===== src/design/ccr_map.vh =====
`ifndef CCR_MAP_VH
`define CCR_MAP_VH
// Data-space addresses of the core registers
`define CCR_ADDR_PTR_ONE 8'h80
`define CCR_ADDR_PTR_TWO 8'h81
`define CCR_ADDR_SD_FIRST 8'h82
`define CCR_ADDR_SD_SECOND 8'h83
`define CCR_ADDR_ACC 8'hff
// Register reset values
`define CCR_RST_BYTE 8'h00
`define CCR_RST_PC 12'h000
// Flag context codes, one-hot
`define CCR_CTX_NORMAL 3'b001
`define CCR_CTX_IRQ 3'b010
`define CCR_CTX_NMI 3'b100
// Program counter operations
`define CCR_PC_HOLD 3'h0
`define CCR_PC_INC 3'h1
`define CCR_PC_LOAD 3'h2
`define CCR_PC_REL 3'h3
`define CCR_PC_VEC 3'h4
`define CCR_PC_POP 3'h5
// Flag update sources
`define CCR_FL_NONE 2'h0
`define CCR_FL_ARITH 2'h1
`define CCR_FL_LOGIC 2'h2
`define CCR_FL_BIT 2'h3
// Stack depth
`define CCR_STACK_DEPTH 6
`endif


===== src/design/ccr_core_regs.v =====
`timescale 1ns/1ps
`default_nettype none
`include "ccr_map.vh"

// ==========================================================
// Overview
// This block holds the state that the program can see: the
// accumulator, two pointer registers, two short-direct registers,
// the program counter, three carry/zero pairs and the return stack.
// The instruction decoder drives every strobe and operand; the
// internal data-space bus reaches the five mapped byte registers.
//
// Timing
// Every strobe is sampled at the rising clock edge and takes effect
// at that same edge. The read path is combinational, so a read in
// one cycle sees the value that the last edge stored.
//
// Stack hazards
// A push moves every level one deeper and drops the deepest one.
// The depth counter saturates, so after more than six calls the
// oldest return address is gone and cannot be told apart from a
// valid one. Software must keep the nesting within six levels.
// A return at depth zero does not shift the levels and the program
// counter simply steps on to the next instruction.
// A push and a pop in one cycle count as a push for the stack levels and
// depth, while the program counter still follows the pop; the decoder never
// asks for both, and a push is the safer of the two to honour.
//
// Flag contexts
// Only one previous context is remembered. A non-maskable event
// taken inside an interrupt handler returns to the interrupt pair, but
// one more event nested inside it makes that return go to normal mode,
// not to the interrupt pair. The core never nests that way.
// A flag update in the same cycle as a context switch lands in the
// pair that was active before the switch.
//
// Reset
// Reset is synchronous and active high. All registers clear, the
// stack empties and the core starts in non-maskable mode, so the
// start-up code runs on the non-maskable flag pair.

module ccr_core_regs #(
	parameter PC_W = 12,
	parameter DEPTH = `CCR_STACK_DEPTH
) (
	// Clock and reset
	input wire mclk,
	input wire sys_rst,
	// Data-space port
	input wire ds_wr,
	input wire [7:0] ds_addr,
	input wire [7:0] ds_wdata,
	output reg [7:0] ds_rdata,
	output wire ds_hit,
	// Accumulator write from the instruction path
	input wire acc_wr,
	input wire [7:0] acc_wdata,
	// Program counter control
	input wire [2:0] pc_op,
	input wire [PC_W-1:0] pc_target,
	input wire [7:0] pc_offset,
	input wire [PC_W-1:0] pc_vector,
	// Stack and context events
	input wire push_stack,
	input wire irq_take,
	input wire nmi_take,
	input wire return_from_interrupt,
	// Flag update from the ALU
	input wire [1:0] flag_src,
	input wire [7:0] alu_result,
	input wire alu_carry,
	input wire bit_value,
	// Visible state
	output reg [7:0] accumulator,
	output reg [7:0] pointer_reg_one,
	output reg [7:0] pointer_reg_two,
	output reg [7:0] short_direct_first,
	output reg [7:0] short_direct_second,
	output reg [PC_W-1:0] pc_reg,
	output wire carry_flag,
	output wire zero_flag,
	output wire [2:0] context_mode,
	output wire [2:0] stack_level
);

	// ==========================================================
	// Storage
	reg [PC_W-1:0] stack_mem [0:DEPTH-1];
	wire [DEPTH*PC_W-1:0] stack_next_flat;
	wire pop_shift;
	integer k;
	localparam [2:0] DEPTH_TOP = DEPTH;
	reg [2:0] depth_reg;
	reg [2:0] ctx_reg;
	reg [2:0] ctx_prev_reg;
	reg carry_normal;
	reg zero_normal;
	reg carry_irq;
	reg zero_irq;
	reg carry_nonmask;
	reg zero_nonmask;
	reg [PC_W-1:0] pc_next;
	wire do_pop;
	wire do_push;
	wire new_zero;
	wire new_carry;
	wire [PC_W-1:0] offset_ext;

	// ==========================================================
	// Data-space decode
	assign ds_hit = (ds_addr == `CCR_ADDR_ACC) ||
		(ds_addr == `CCR_ADDR_PTR_ONE) || (ds_addr == `CCR_ADDR_PTR_TWO) ||
		(ds_addr == `CCR_ADDR_SD_FIRST) || (ds_addr == `CCR_ADDR_SD_SECOND);

	// Read mux; unmapped addresses return zero
	always @* begin
		case (ds_addr)
			`CCR_ADDR_ACC: ds_rdata = accumulator;
			`CCR_ADDR_PTR_ONE: ds_rdata = pointer_reg_one;
			`CCR_ADDR_PTR_TWO: ds_rdata = pointer_reg_two;
			`CCR_ADDR_SD_FIRST: ds_rdata = short_direct_first;
			`CCR_ADDR_SD_SECOND: ds_rdata = short_direct_second;
			default: ds_rdata = 8'h00;
		endcase
	end

	// Data registers; data-space write wins over the internal path
	// because both come from the same instruction anyway
	always @(posedge mclk) begin
		if (sys_rst) begin
			accumulator <= `CCR_RST_BYTE;
			pointer_reg_one <= `CCR_RST_BYTE;
			pointer_reg_two <= `CCR_RST_BYTE;
			short_direct_first <= `CCR_RST_BYTE;
			short_direct_second <= `CCR_RST_BYTE;
		end else begin
			if (ds_wr && ds_addr == `CCR_ADDR_ACC)
				accumulator <= ds_wdata;
			else if (acc_wr)
				accumulator <= acc_wdata;
			if (ds_wr && ds_addr == `CCR_ADDR_PTR_ONE)
				pointer_reg_one <= ds_wdata;
			if (ds_wr && ds_addr == `CCR_ADDR_PTR_TWO)
				pointer_reg_two <= ds_wdata;
			if (ds_wr && ds_addr == `CCR_ADDR_SD_FIRST)
				short_direct_first <= ds_wdata;
			if (ds_wr && ds_addr == `CCR_ADDR_SD_SECOND)
				short_direct_second <= ds_wdata;
		end
	end

	// ==========================================================
	// Program counter
	assign offset_ext = {{(PC_W-8){pc_offset[7]}}, pc_offset};
	assign do_pop = (pc_op == `CCR_PC_POP);
	assign do_push = push_stack | irq_take | nmi_take;

	// Next PC; an empty-stack return falls through to PC+1
	always @* begin
		case (pc_op)
			`CCR_PC_INC: pc_next = pc_reg + 1'b1;
			`CCR_PC_LOAD: pc_next = pc_target;
			`CCR_PC_REL: pc_next = pc_reg + offset_ext;
			`CCR_PC_VEC: pc_next = pc_vector;
			`CCR_PC_POP: begin
				if (depth_reg != 3'h0)
					pc_next = stack_mem[0];
				else
					pc_next = pc_reg + 1'b1;
			end
			default: pc_next = pc_reg;
		endcase
	end

	// PC register, twelve bits wraps within program space
	always @(posedge mclk) begin
		if (sys_rst)
			pc_reg <= `CCR_RST_PC;
		else
			pc_reg <= pc_next;
	end

	// ==========================================================
	// Return stack: push saves current PC before it moves
	// Empty stack never shifts, so a stray return keeps the levels
	assign pop_shift = do_pop && (depth_reg != 3'h0);

	// Next value of each level; ends tie to the PC and to itself
	genvar gi;
	generate
		for (gi = 0; gi < DEPTH; gi = gi + 1) begin : g_stk
			wire [PC_W-1:0] shallower;
			wire [PC_W-1:0] deeper;
			if (gi == 0) begin : g_top
				assign shallower = pc_reg;
			end else begin : g_mid
				assign shallower = stack_mem[gi-1];
			end
			if (gi == DEPTH-1) begin : g_end
				assign deeper = stack_mem[gi];
			end else begin : g_in
				assign deeper = stack_mem[gi+1];
			end
			assign stack_next_flat[gi*PC_W +: PC_W] = do_push ? shallower :
				pop_shift ? deeper : stack_mem[gi];
		end
	endgenerate

	// One process owns the whole stack, so no level has two drivers
	always @(posedge mclk) begin
		for (k = 0; k < DEPTH; k = k + 1) begin
			if (sys_rst)
				stack_mem[k] <= `CCR_RST_PC;
			else
				stack_mem[k] <= stack_next_flat[k*PC_W +: PC_W];
		end
	end

	// Depth counter saturates at both ends
	always @(posedge mclk) begin
		if (sys_rst)
			depth_reg <= 3'h0;
		else if (do_push && depth_reg != DEPTH_TOP)
			depth_reg <= depth_reg + 3'h1;
		else if (do_pop && !do_push && depth_reg != 3'h0)
			depth_reg <= depth_reg - 3'h1;
	end
	assign stack_level = depth_reg;

	// ==========================================================
	// Context and flag pairs
	// Only one level of previous context is kept; deeper nesting
	// returns to normal mode; a single NMI inside an IRQ still returns to IRQ
	always @(posedge mclk) begin
		if (sys_rst) begin
			ctx_reg <= `CCR_CTX_NMI;
			ctx_prev_reg <= `CCR_CTX_NORMAL;
		end else if (nmi_take) begin
			ctx_prev_reg <= ctx_reg;
			ctx_reg <= `CCR_CTX_NMI;
		end else if (irq_take) begin
			ctx_prev_reg <= ctx_reg;
			ctx_reg <= `CCR_CTX_IRQ;
		end else if (return_from_interrupt) begin
			ctx_reg <= ctx_prev_reg;
			ctx_prev_reg <= `CCR_CTX_NORMAL;
		end
	end
	assign context_mode = ctx_reg;

	assign new_zero = (alu_result == 8'h00);
	assign new_carry = (flag_src == `CCR_FL_BIT) ? bit_value :
		(flag_src == `CCR_FL_ARITH) ? alu_carry : carry_flag;

	// Only the active pair is written; switches never clear flags
	always @(posedge mclk) begin
		if (sys_rst) begin
			carry_normal <= 1'b0;
			zero_normal <= 1'b0;
			carry_irq <= 1'b0;
			zero_irq <= 1'b0;
			carry_nonmask <= 1'b0;
			zero_nonmask <= 1'b0;
		end else if (flag_src != `CCR_FL_NONE) begin
			case (ctx_reg)
				`CCR_CTX_NORMAL: begin
					carry_normal <= new_carry;
					if (flag_src != `CCR_FL_BIT)
						zero_normal <= new_zero;
				end
				`CCR_CTX_IRQ: begin
					carry_irq <= new_carry;
					if (flag_src != `CCR_FL_BIT)
						zero_irq <= new_zero;
				end
				`CCR_CTX_NMI: begin
					carry_nonmask <= new_carry;
					if (flag_src != `CCR_FL_BIT)
						zero_nonmask <= new_zero;
				end
				default: begin
					carry_normal <= carry_normal;
				end
			endcase
		end
	end

	// Active pair out
	assign carry_flag = ctx_reg[2] ? carry_nonmask :
		ctx_reg[1] ? carry_irq : carry_normal;
	assign zero_flag = ctx_reg[2] ? zero_nonmask :
		ctx_reg[1] ? zero_irq : zero_normal;

endmodule
`default_nettype wire


===== config.mk =====
export PLATFORM = sky130hd
export DESIGN_NAME = ccr_core_regs
export DESIGN_NICKNAME = d
export VERILOG_FILES = /design/src/design/ccr_core_regs.v
export VERILOG_INCLUDE_DIRS = /design/src /design/src/design
export SDC_FILE = /design/constraint.sdc
export NUM_CORES = 1
export LEC_CHECK = 0
export BUFFER_PORTS_ARGS = -buffer_cell sky130_fd_sc_hd__buf_2
export CAP_MARGIN = 0
export CORE_MARGIN = 4
export CORE_UTILIZATION = 50
export CTS_CLUSTER_SIZE = 40
export DETAILED_ROUTE_END_ITERATION = 10
export PLACE_DENSITY_LB_ADDON = 0.15
export RECOVER_POWER = 25
export SYNTH_ARGS = -nofsm -noshare
export SYNTH_HDL_FRONTEND = slang
export SYNTH_SLANG_ARGS = --single-unit

===== constraint.sdc =====
create_clock -name mclk -period 2.4 [get_ports mclk]
set_clock_uncertainty 0.05 [all_clocks]
set_input_delay 0.12 -clock mclk [delete_from_list [all_inputs] [get_ports mclk]]
set_output_delay 0.12 -clock mclk [all_outputs]
set_load 0.03 [all_outputs]

# Yosys cells after proc, flatten, opt, wreduce, memory -nomap -nowiden
# Memories as Yosys holds them, arrays and structs flattened.
# Cells that the tools add are included.
[word_totals]
reg_bits = 67
memories = 1
inputBits = 79
out_inout_bits = 69
ramBits = 72
wordCells = 114
[classes]
n_reduce_logical = 30
add_sub_neg = 4
n_eq_ne = 17
n_bitwise = 8
muxes = 38
[mem_list]
columns = ["name", "depth", "width", "rd", "rd_ports_with_merged_regs", "wr", "line_no", "source"]
rows = [
  ["stack_mem", 6, 12, 6, 0, 6, "ccr_core_regs.v:88", "reg [PC_W-1:0] stack_mem [0:DEPTH-1];"],
]
[op_table]
columns = ["operator", "n"]
rows = [
  ["12-bit two-way mux", 18],
  ["12-bit one-hot mux with 5 select lines", 1],
  ["8-bit equality test, second input constant", 5],
  ["8-bit one-hot mux with 5 select lines", 1],
  ["3-bit two-way mux", 7],
  ["8-bit two-way mux", 2],
  ["12-bit by 1-bit adder with 12-bit output, second input constant", 1],
  ["12-bit adder", 1],
  ["3-bit by 2-bit equality test with 1-bit output, second input constant", 3],
  ["3-bit equality test, second input constant", 3],
  ["1-bit logical AND", 9],
  ["1-bit two-way mux", 9],
  ["3-bit AND reduction", 3],
  ["8-bit zero test", 1],
  ["1-bit bitwise OR", 8],
  ["2-bit nonzero test", 4],
  ["3-bit by 1-bit equality test with 1-bit output, second input constant", 2],
  ["2-bit AND reduction", 3],
  ["3-bit nonzero test", 2],
  ["5-bit nonzero test", 1],
  ["1-bit logical OR", 4],
  ["3-bit by 1-bit adder with 3-bit output, second input constant", 1],
  ["3-bit != test, second input constant", 1],
  ["3-bit OR reduction", 1],
  ["other kinds (6)", 6],
]

# Logic depth before layout (Yosys ltp)
# Gate-level depths: netlist of the first run.
[logic_depth]
word_depth = 7
mapped_depth = 9
mapped_depth_nobuf = 8

# Worst setup path before layout of the first run
# No wires, ideal clock.
[synth_timing]
path_kind = "register -> register"
startpoint = "reg ctx_reg[1], in the netlist context_mode[1]"
endpoint = "reg carry_normal"
arrival_ps = 2170
path_buffers = 1
slack_ps = 94
synth_period_minus_slack_ps = 2306
required_time_ps = 2264
path_stages_with_launch = 8
setup_ps = 86
path_cell_list = "dfxtp_1 buf_2 mux2i_1 o21ai_0 mux2_2 mux2_2 nor2_1 a211oi_1"
[synth_via]
elab_chain_cells = 4
elab_cells_between_ends = 6
classes_between = "eq/ne: 1; mux: 4; reduce/logical: 1"
[synth_lines]
columns = ["element", "line_no", "source"]
rows = [
  ["start, declared", "ccr_core_regs.v:94", "reg [2:0] ctx_reg;"],
  ["start signal, assigned", "ccr_core_regs.v:236", "ctx_reg <= `CCR_CTX_NMI;"],
  ["start signal, assigned", "ccr_core_regs.v:240", "ctx_reg <= `CCR_CTX_NMI;"],
  ["start signal, assigned", "ccr_core_regs.v:243", "ctx_reg <= `CCR_CTX_IRQ;"],
  ["1-bit two-way mux", "ccr_core_regs.v:290", "ctx_reg[1] ? carry_irq : carry_normal;"],
  ["1-bit two-way mux", "ccr_core_regs.v:289", "assign carry_flag = ctx_reg[2] ? carry_nonmask :"],
  ["net carry_flag", "ccr_core_regs.v:80", "output wire carry_flag,"],
  ["1-bit two-way mux", "ccr_core_regs.v:253", "(flag_src == `CCR_FL_ARITH) ? alu_carry : carry_flag;"],
  ["1-bit two-way mux", "ccr_core_regs.v:252", "assign new_carry = (flag_src == `CCR_FL_BIT) ? bit_value :"],
  ["end signal, assigned", "ccr_core_regs.v:267", "carry_normal <= new_carry;"],
  ["end signal, assigned", "ccr_core_regs.v:282", "carry_normal <= carry_normal;"],
  ["end, declared", "ccr_core_regs.v:96", "reg carry_normal;"],
]
# The timed path passes the listed nets, and every way through them passes these cells.
# A chain may end at the register's enable or synchronous reset.

# Final worst setup path of the first run
[layout_timing]
startpoint = "reg pc_reg[0]"
endpoint = "reg pc_reg[6]"
[layout_via]
elab_chain_cells = 3
elab_cells_between_ends = 4
classes_between = "add/sub: 2; mux: 2"
[layout_lines]
columns = ["element", "line_no", "source"]
rows = [
  ["start, declared", "ccr_core_regs.v:79", "output reg [PC_W-1:0] pc_reg,"],
  ["start signal, assigned", "ccr_core_regs.v:178", "pc_reg <= `CCR_RST_PC;"],
  ["start signal, assigned", "ccr_core_regs.v:180", "pc_reg <= pc_next;"],
  ["12-bit by 1-bit adder with 12-bit output", "ccr_core_regs.v:161, ccr_core_regs.v:169", ""],
  ["12-bit two-way mux", "ccr_core_regs.v:166", "if (depth_reg != 3'h0)"],
  ["12-bit one-hot mux with 5 select lines *", "ccr_core_regs.v:160", "case (pc_op)"],
]
# Every way passes the cells marked *; elsewhere a longest branch is shown, timed or not.

==> results of run 1 <==
## routing by layer
metal  global-route usage  wire (µm)  vias to the layer above
li1                     -          -                     3434
met2                0.373       8850                      169
met1                0.288       8370                     3193
met3               0.0438        955                       26
met5                    0          0                        -
met4               0.0718        304                        0
## cell type report
class / instances / area, µm²
Clock buffer: 19 / 453
Timing Repair Buffer: 191 / 1110
Sequential cell: 139 / 2780
Clock inverter: 12 / 171
Multi-Input combinational cell: 635 / 4010
Tap cell: 180 / 225
Fill cell: 1240 / 5170
Inverter: 32 / 120
## through the flow
stage	std cells	area (µm²)	util
finish	1208	8870	0.632
CTS	1208	8930	0.636
floorplan	867	7240	-
global placement	1163	8160	0.581
detailed placement	1163	8160	0.581
global route	1208	8870	0.632
## final timing paths
kind / slack (ps) / cells after the start / endpoint
worst min register to register: 400 / 2 / stack_mem[5][5]
worst max-delay path: 230 / 8 / pc_reg[6]
worst max register to register: 230 / 8 / pc_reg[6]
worst min-delay path: 20 / 3 / accumulator[2]
## power breakdown
group / leakage, nW / switching [mW] / internal [mW]
Combinational: 1.94 / 0.593 / 0.427
Clock: 0.301 / 0.980 / 1.78
Sequential: 1.14 / 0.109 / 2.43
Total: 3.38 / 1.68 / 4.64
## cells by family (layout without fill, tap and decap cells)
kind of cell | after synthesis | after routing
DFF | 139 | 139
muxes | 76 | 76
adders and majority gates | 17 | 17
and+or+nand+nor | 286 | 286
buffers and inverters | 93 | 254
AOI/OAI and AO/OA | 235 | 235
xor gates and xnor gates | 21 | 21
## synth_stat cells (all sizes together), types with 2 or more instances
library cell and count:
o21bai 2, nor2b 3, clkbuf 34, o21ai 23
nand3b 5, fa 2, a21o 2, nand3 33
mux2i 73, a211oi 76, buf 27, nand2 108
o211ai 3, nand4 6, o31ai 2, ha 15
dfxtp 139, a22oi 13, a21oi 78, nand2b 2
xor2 6, or3 2, a31oi 4, nor4 6
nor3b 5, nor2 100, xnor2 15, o22ai 7
nor3 12, o21a 2, a221oi 6, inv 32
a32oi 3, mux2 3, a222oi 8
## critical path: cells and delay by family, from the launching register on
family / cells / cell delay [ps]
compound gates: 4 / 900
fa+ha+maj: 2 / 610
flops: 1 / 310
xor+xnor: 1 / 90
simple gates: 1 / 90
## what timing repair did
| item | in CTS | in global routing |
|---|---|---|
| gates resized for setup | 0 | 1 |
| hold endpoints to repair | 49 | 0 |
| setup endpoints to repair | 0 | 2 |
| hold buffers | 14 | 0 |
==> impl_metrics.tcl, run 1 <==
set metrics [dict create \
    grt.total_usage 0.222 \
    synth_flop_cell "dfxtp_1" \
    ys_seq_area_frac 0.385 \
    cp_slowest_cell "fa_1" \
    synth_xor_area_frac 0.0254 \
    reg2reg_from "pc_reg[0]" \
    crit_path_end_kind "register" \
    hold_path_class "input port to register" \
    io_pins 148 \
    final_cell_mix "139 x dfxtp_1, 108 x nand2_1, 99 x buf_2" \
    status "finished clean" \
    synth_fp_nets 963 \
    setup_ws_ps 231 \
    first_pass_iters 6 \
    startpoint "pc_reg[0]" \
    start_util 0.515 \
    cts_buffers 17 \
    leakage_nw 3.38 \
    dieArea_um2 16500 \
    synthDistinctLibCells 60 \
    synth_top_family_by_area "compound AO/OA/AOI/OAI gates" \
    grt_pass1_wl_um 30300 \
    muxShareOfSynthArea 0.106 \
    final-hold-violation-count 0 \
    slew_violations 0 \
    synth_area_um2 7240 \
    tritoncts "built" \
    timing.setup.tns_ps 0 \
    crit_arrival_ps 2410 \
    critPathMaxStageDelay_ps 410 \
    synth_compound_area_frac 0.213 \
    tightestPinTransition_ps 730 \
    insertion_delay_ps 410 \
    synth_top_cell_by_area "dfxtp_1" \
    cts-htree-levels 4 \
    cts_sinks 139 \
    diodes 0 \
    layout-drive-gt1-share 0.173 \
    final_antenna_net_count 0 \
    power_mw 6.32 \
    synth.avg_cell_area_um2 8.35 \
    gp_congestion 0.836 \
    ys_async_sr_fraction 0 \
    drtIter0Drc 446 \
    final_common_cell "dfxtp_1" \
    ys_ff_latch 139 \
    final.min_clock_period_ps 2170 \
    worstPathCellList "ha_1, fa_1, a21oi_1, o21ai_0, a21oi_2, xnor2_1, a221oi_1, nor3_1" \
    area_growth_pct 22.6 \
    timing.hold.ws_ps 23.2 \
    dp_hpwl_um 12800 \
    synthAdderAreaFrac 0.0315 \
    timing.final.crit_share 0.904 \
    design.core.area_um2 14000 \
    relSlewSlack 0.510 \
    dp_slack_ps 281 \
    crit_required_ps 2640 \
    syn_inst 867 \
    route.detailed.drc 0 \
    die_width_um 128 \
    cts-root-buf "clkbuf_16" \
    grt_max_degree 135 \
    largest_register_ffs 72 \
    wl_um 18500 \
    path_clk_slew_ps 60 \
    fp-row-count 43 \
    synth.area.top_cells "dfxtp_1 38%, mux2i_1 10%, a211oi_1 7.8%, nand2_1 5.6%, a21oi_1 5.4%" \
    rsz0062_at_grt "no" \
    yosys.area.top_type_share 0.385 \
    cts_buffer_depth 2 \
    grt_pass1_vias 6413 \
    synth_edf_count 0 \
    die_h_um 128 \
    fmax_mhz 461 \
    crit_type "register to register" \
    p_per_area_nw_per_um2 712 \
    hold_start "acc_wdata[2]" \
    io_buffer_count 147 \
    ir_drop_mv 0.638 \
    final_nets 1112 \
    drt-vias-per-instance 5.65 \
    setup_viol 0 \
    routedWlPerCell_um 15.3 \
    path_max_fanout 3 \
    num_vias 6822 \
    cap_violations 0 \
    synthSimpleGateAreaFrac 0.177 \
    yosys_warnings 0 \
    cts_setup_buffers 0 \
    antenna_found_initial 0 \
    gr-total-overflow 0 \
    start_kind "register" \
]
Note: power is estimated with default switching activity, not from simulation.
==> run 2: changes to the inputs <==
--- a/config.mk
+++ b/config.mk
@@ -6,6 +6,7 @@
 export SDC_FILE = /design/constraint.sdc
 export NUM_CORES = 1
 export LEC_CHECK = 0
+export ABC_AREA = 1
 export BUFFER_PORTS_ARGS = -buffer_cell sky130_fd_sc_hd__buf_2
 export CAP_MARGIN = 0
 export CORE_MARGIN = 4
==> run 2 against run 1 <==
  * The flow now finishes with violations (capacitance limit, slew limit)
  * Area after synthesis about the same
  * Sequential cell count unchanged
  * Wire length increased by 10%
  * Setup slack got worse by 66 ps
  * Combinational power decreased by 15%
  * Sequential power decreased by 2%
  * Utilization decreased by 0.63 points
==> impl_metrics.tcl, run 2 <==
set metrics [dict create \
    status "complete, but fails checks" \
    violations "capacitance limit, slew limit" \
    dp_hpwl_um 14400 \
    synth_most_common_cell "nand2_1" \
    ys_top_cells_by_count "293 x nand2_1, 139 x dfxtp_1, 86 x a21oi_1" \
    cp_slowest_cell "dlygate4sd3_1" \
    syn_inst 1003 \
    worstPathCellList "ha_1, fa_1, a22oi_1, a41oi_1, dlygate4sd3_1" \
    cap_violations 1 \
    start_util 0.515 \
    multi_input_area_um2 3790 \
    grt_pass1_wl_um 32500 \
    worstHoldPathCells 3 \
    final_cells 1347 \
    crit_arrival_ps 2490 \
    hold_start "acc_wdata[6]" \
    leakage_nw 3.74 \
    die_width_um 128 \
    num_vias 7431 \
    area_growth_pct 21.4 \
    cts_buffers 17 \
    diodes 0 \
    layout-drive-gt1-share 0.178 \
    reg2reg_depth 5 \
    synth_area_um2 7240 \
    gr-total-overflow 0 \
    final-hold-violation-count 0 \
    crit_family "adder cells" \
    dieArea_um2 16500 \
    crit_type "register to register" \
    grtUsageMet2 0.391 \
    final_nets 1250 \
    placed_cells 1298 \
    path_clk_slew_ps 60 \
    tightestPinTransition_ps 1920 \
    crit_cells 5 \
    path_max_fanout 6 \
    n_fill_cell 1294 \
    startpoint "pc_reg[0]" \
    grt_max_degree 88 \
    cts_buffer_depth 2 \
    ir_drop_mv 0.681 \
    fp-row-count 43 \
    final_antenna_net_count 0 \
    p_per_area_nw_per_um2 696 \
    fin_util 0.626 \
    reg2reg_from "pc_reg[0]" \
    first_pass_iters 5 \
    setup_viol 0 \
    ys_async_sr_fraction 0 \
    synth_top_cell_by_area "dfxtp_1" \
    seq_area_um2 2780 \
    critical_path.endpoint "pc_reg[1]" \
    cts-htree-levels 4 \
    rrSetupSlack_ps 160 \
    final.min_clock_period_ps 2240 \
    synthDistinctLibCells 54 \
    synth.avg_cell_area_um2 7.21 \
    setup_ws_ps 165 \
    r2r-end "pc_reg[1]" \
    synth_edf_count 0 \
    final_common_cell "nand2_1" \
    cts_setup_buffers 0 \
    grt.total_usage 0.244 \
    timing.final.crit_share 0.931 \
    wl_um 20300 \
    slew_violations 88 \
    grt_pass1_vias 6759 \
    synth.area.top_cells "dfxtp_1 38%, nand2_1 15%, a21oi_1 5.9%, a31oi_1 4.8%, inv_1 3.9%" \
    final_cell_mix "294 x nand2_1, 139 x dfxtp_1, 127 x buf_2" \
    relSlewSlack -0.281 \
    insertion_delay_ps 430 \
    drtIter0Drc 552 \
    critPathMaxStageDelay_ps 580 \
    fmax_mhz 447 \
    cts_sinks 139 \
    rsz0062_at_grt "no" \
    cts-resized-gates 0 \
    top_usage_layer "met2" \
    synth_fp_nets 1099 \
    largest_register_ffs 72 \
    tritoncts "built" \
    met3_usage 0.0513 \
    route.detailed.drc 0 \
    cts-root-buf "clkbuf_16" \
    use_met1 0.319 \
    ys_ff_latch 139 \
    start_kind "register" \
    crit_buf_inv 1 \
    synth_flop_cell "dfxtp_1" \
    ys_seq_area_frac 0.385 \
    timing.setup.tns_ps 0 \
    design.core.area_um2 14000 \
    drt-vias-per-instance 5.52 \
    power_mw 6.12 \
    crit_path_end_kind "register" \
    yosys_warnings 0 \
    io_buffer_count 147 \
    routedWlPerCell_um 15.1 \
    yosys.area.top_type_share 0.385 \
    crit_required_ps 2660 \
    dp_slack_ps 453 \
    io_pins 148 \
    hold_path_class "input port to register" \
    antenna_found_initial 0 \
    gp_congestion 0.952 \
    die_h_um 128 \
]
==> run 2: changes by cell type after synthesis, sizes merged, moves of 9 or more <==
| cell | previous run | this run |
|---|---|---|
| nand2 | 108 | 295 |
| a211oi | 76 | 8 |
| mux2i | 73 | 8 |
| inv | 32 | 85 |
| a31oi | 4 | 56 |
| nor2 | 100 | 63 |
| o21ai | 23 | 58 |
| nand3 | 33 | 53 |
| nand4 | 6 | 24 |
| clkbuf | 34 | 17 |
| xnor2 | 15 | 2 |
| a21oi | 78 | 87 |
| nor3 | 12 | 3 |
==> run 2: report_power, final <==
part | total [mW] | internal [mW] | switching (mW)
registers | 2.48 | 2.39 | 0.0882
logic | 0.862 | 0.317 | 0.545
clock network | 2.78 | 1.74 | 1.04
total | 6.12 | 4.44 | 1.68
==> run 2: kinds of logic (layout without fill, tap and decap cells) <==
| kind of cell | after synthesis | after routing | synth area share |
|---|---|---|---|
| XOR/XNOR | 6 | 6 | 0.00830 |
| AND/OR/NAND/NOR | 452 | 452 | 0.277 |
| multiplexers | 8 | 8 | 0.0111 |
| buffers and inverters | 134 | 298 | 0.0820 |
| AO/OA/AOI/OAI | 247 | 247 | 0.206 |
| flip-flops | 139 | 139 | 0.385 |
| adder cells (fa/ha/maj) | 17 | 17 | 0.0315 |
==> run 2: how the worst min path moves through the flow <==
stage / to / slack [ps]
2_1_floorplan: ctx_prev_reg[0] / 210
3_3_place_gp: context_mode[2] / 360
3_5_place_dp: context_mode[2] / 360
4_1_cts: accumulator[2] / 4
5_1_grt: short_direct_first[6] / 30
6_report: accumulator[6] / 10
==> run 2: final cells by class <==
cell class / instances / share of cell area
multi-input cells: 730 / 0.432
well taps: 180 / 0.0256
clock buffers: 17 / 0.0484
flip-flops and latches: 139 / 0.317
repair buffers: 180 / 0.118
clock inverters: 15 / 0.0226
inverters: 86 / 0.0370
==> run 2: worst reg2reg max path, stage by stage (launching register included) <==
cell	delay (ps)
dfxtp_1	430
ha_1	260
fa_1	450
a22oi_1	210
a41oi_1	140
dlygate4sd3_1	590
==> run 2: through the flow <==
step	cell area (µm²)	hold WS, ps
after CTS	8880	4.06
after detailed placement	8090	363
final	8780	12.4
after floorplan	7240	206
after global routing	8780	25.8
after global placement	8090	361
==> run 2: routing by layer <==
layer,routed length (µm),vias up
met1,9000,3386
met4,597,0
met3,1530,45
met2,9220,295
met5,0,-
li1,-,3705
==> run 2: what timing repair did <==
| item | in CTS | in global routing |
|---|---|---|
| hold buffers | 17 | 0 |
| endpoints found under the setup margin | 0 | 0 |
| endpoints found under the hold margin | 38 | 0 |
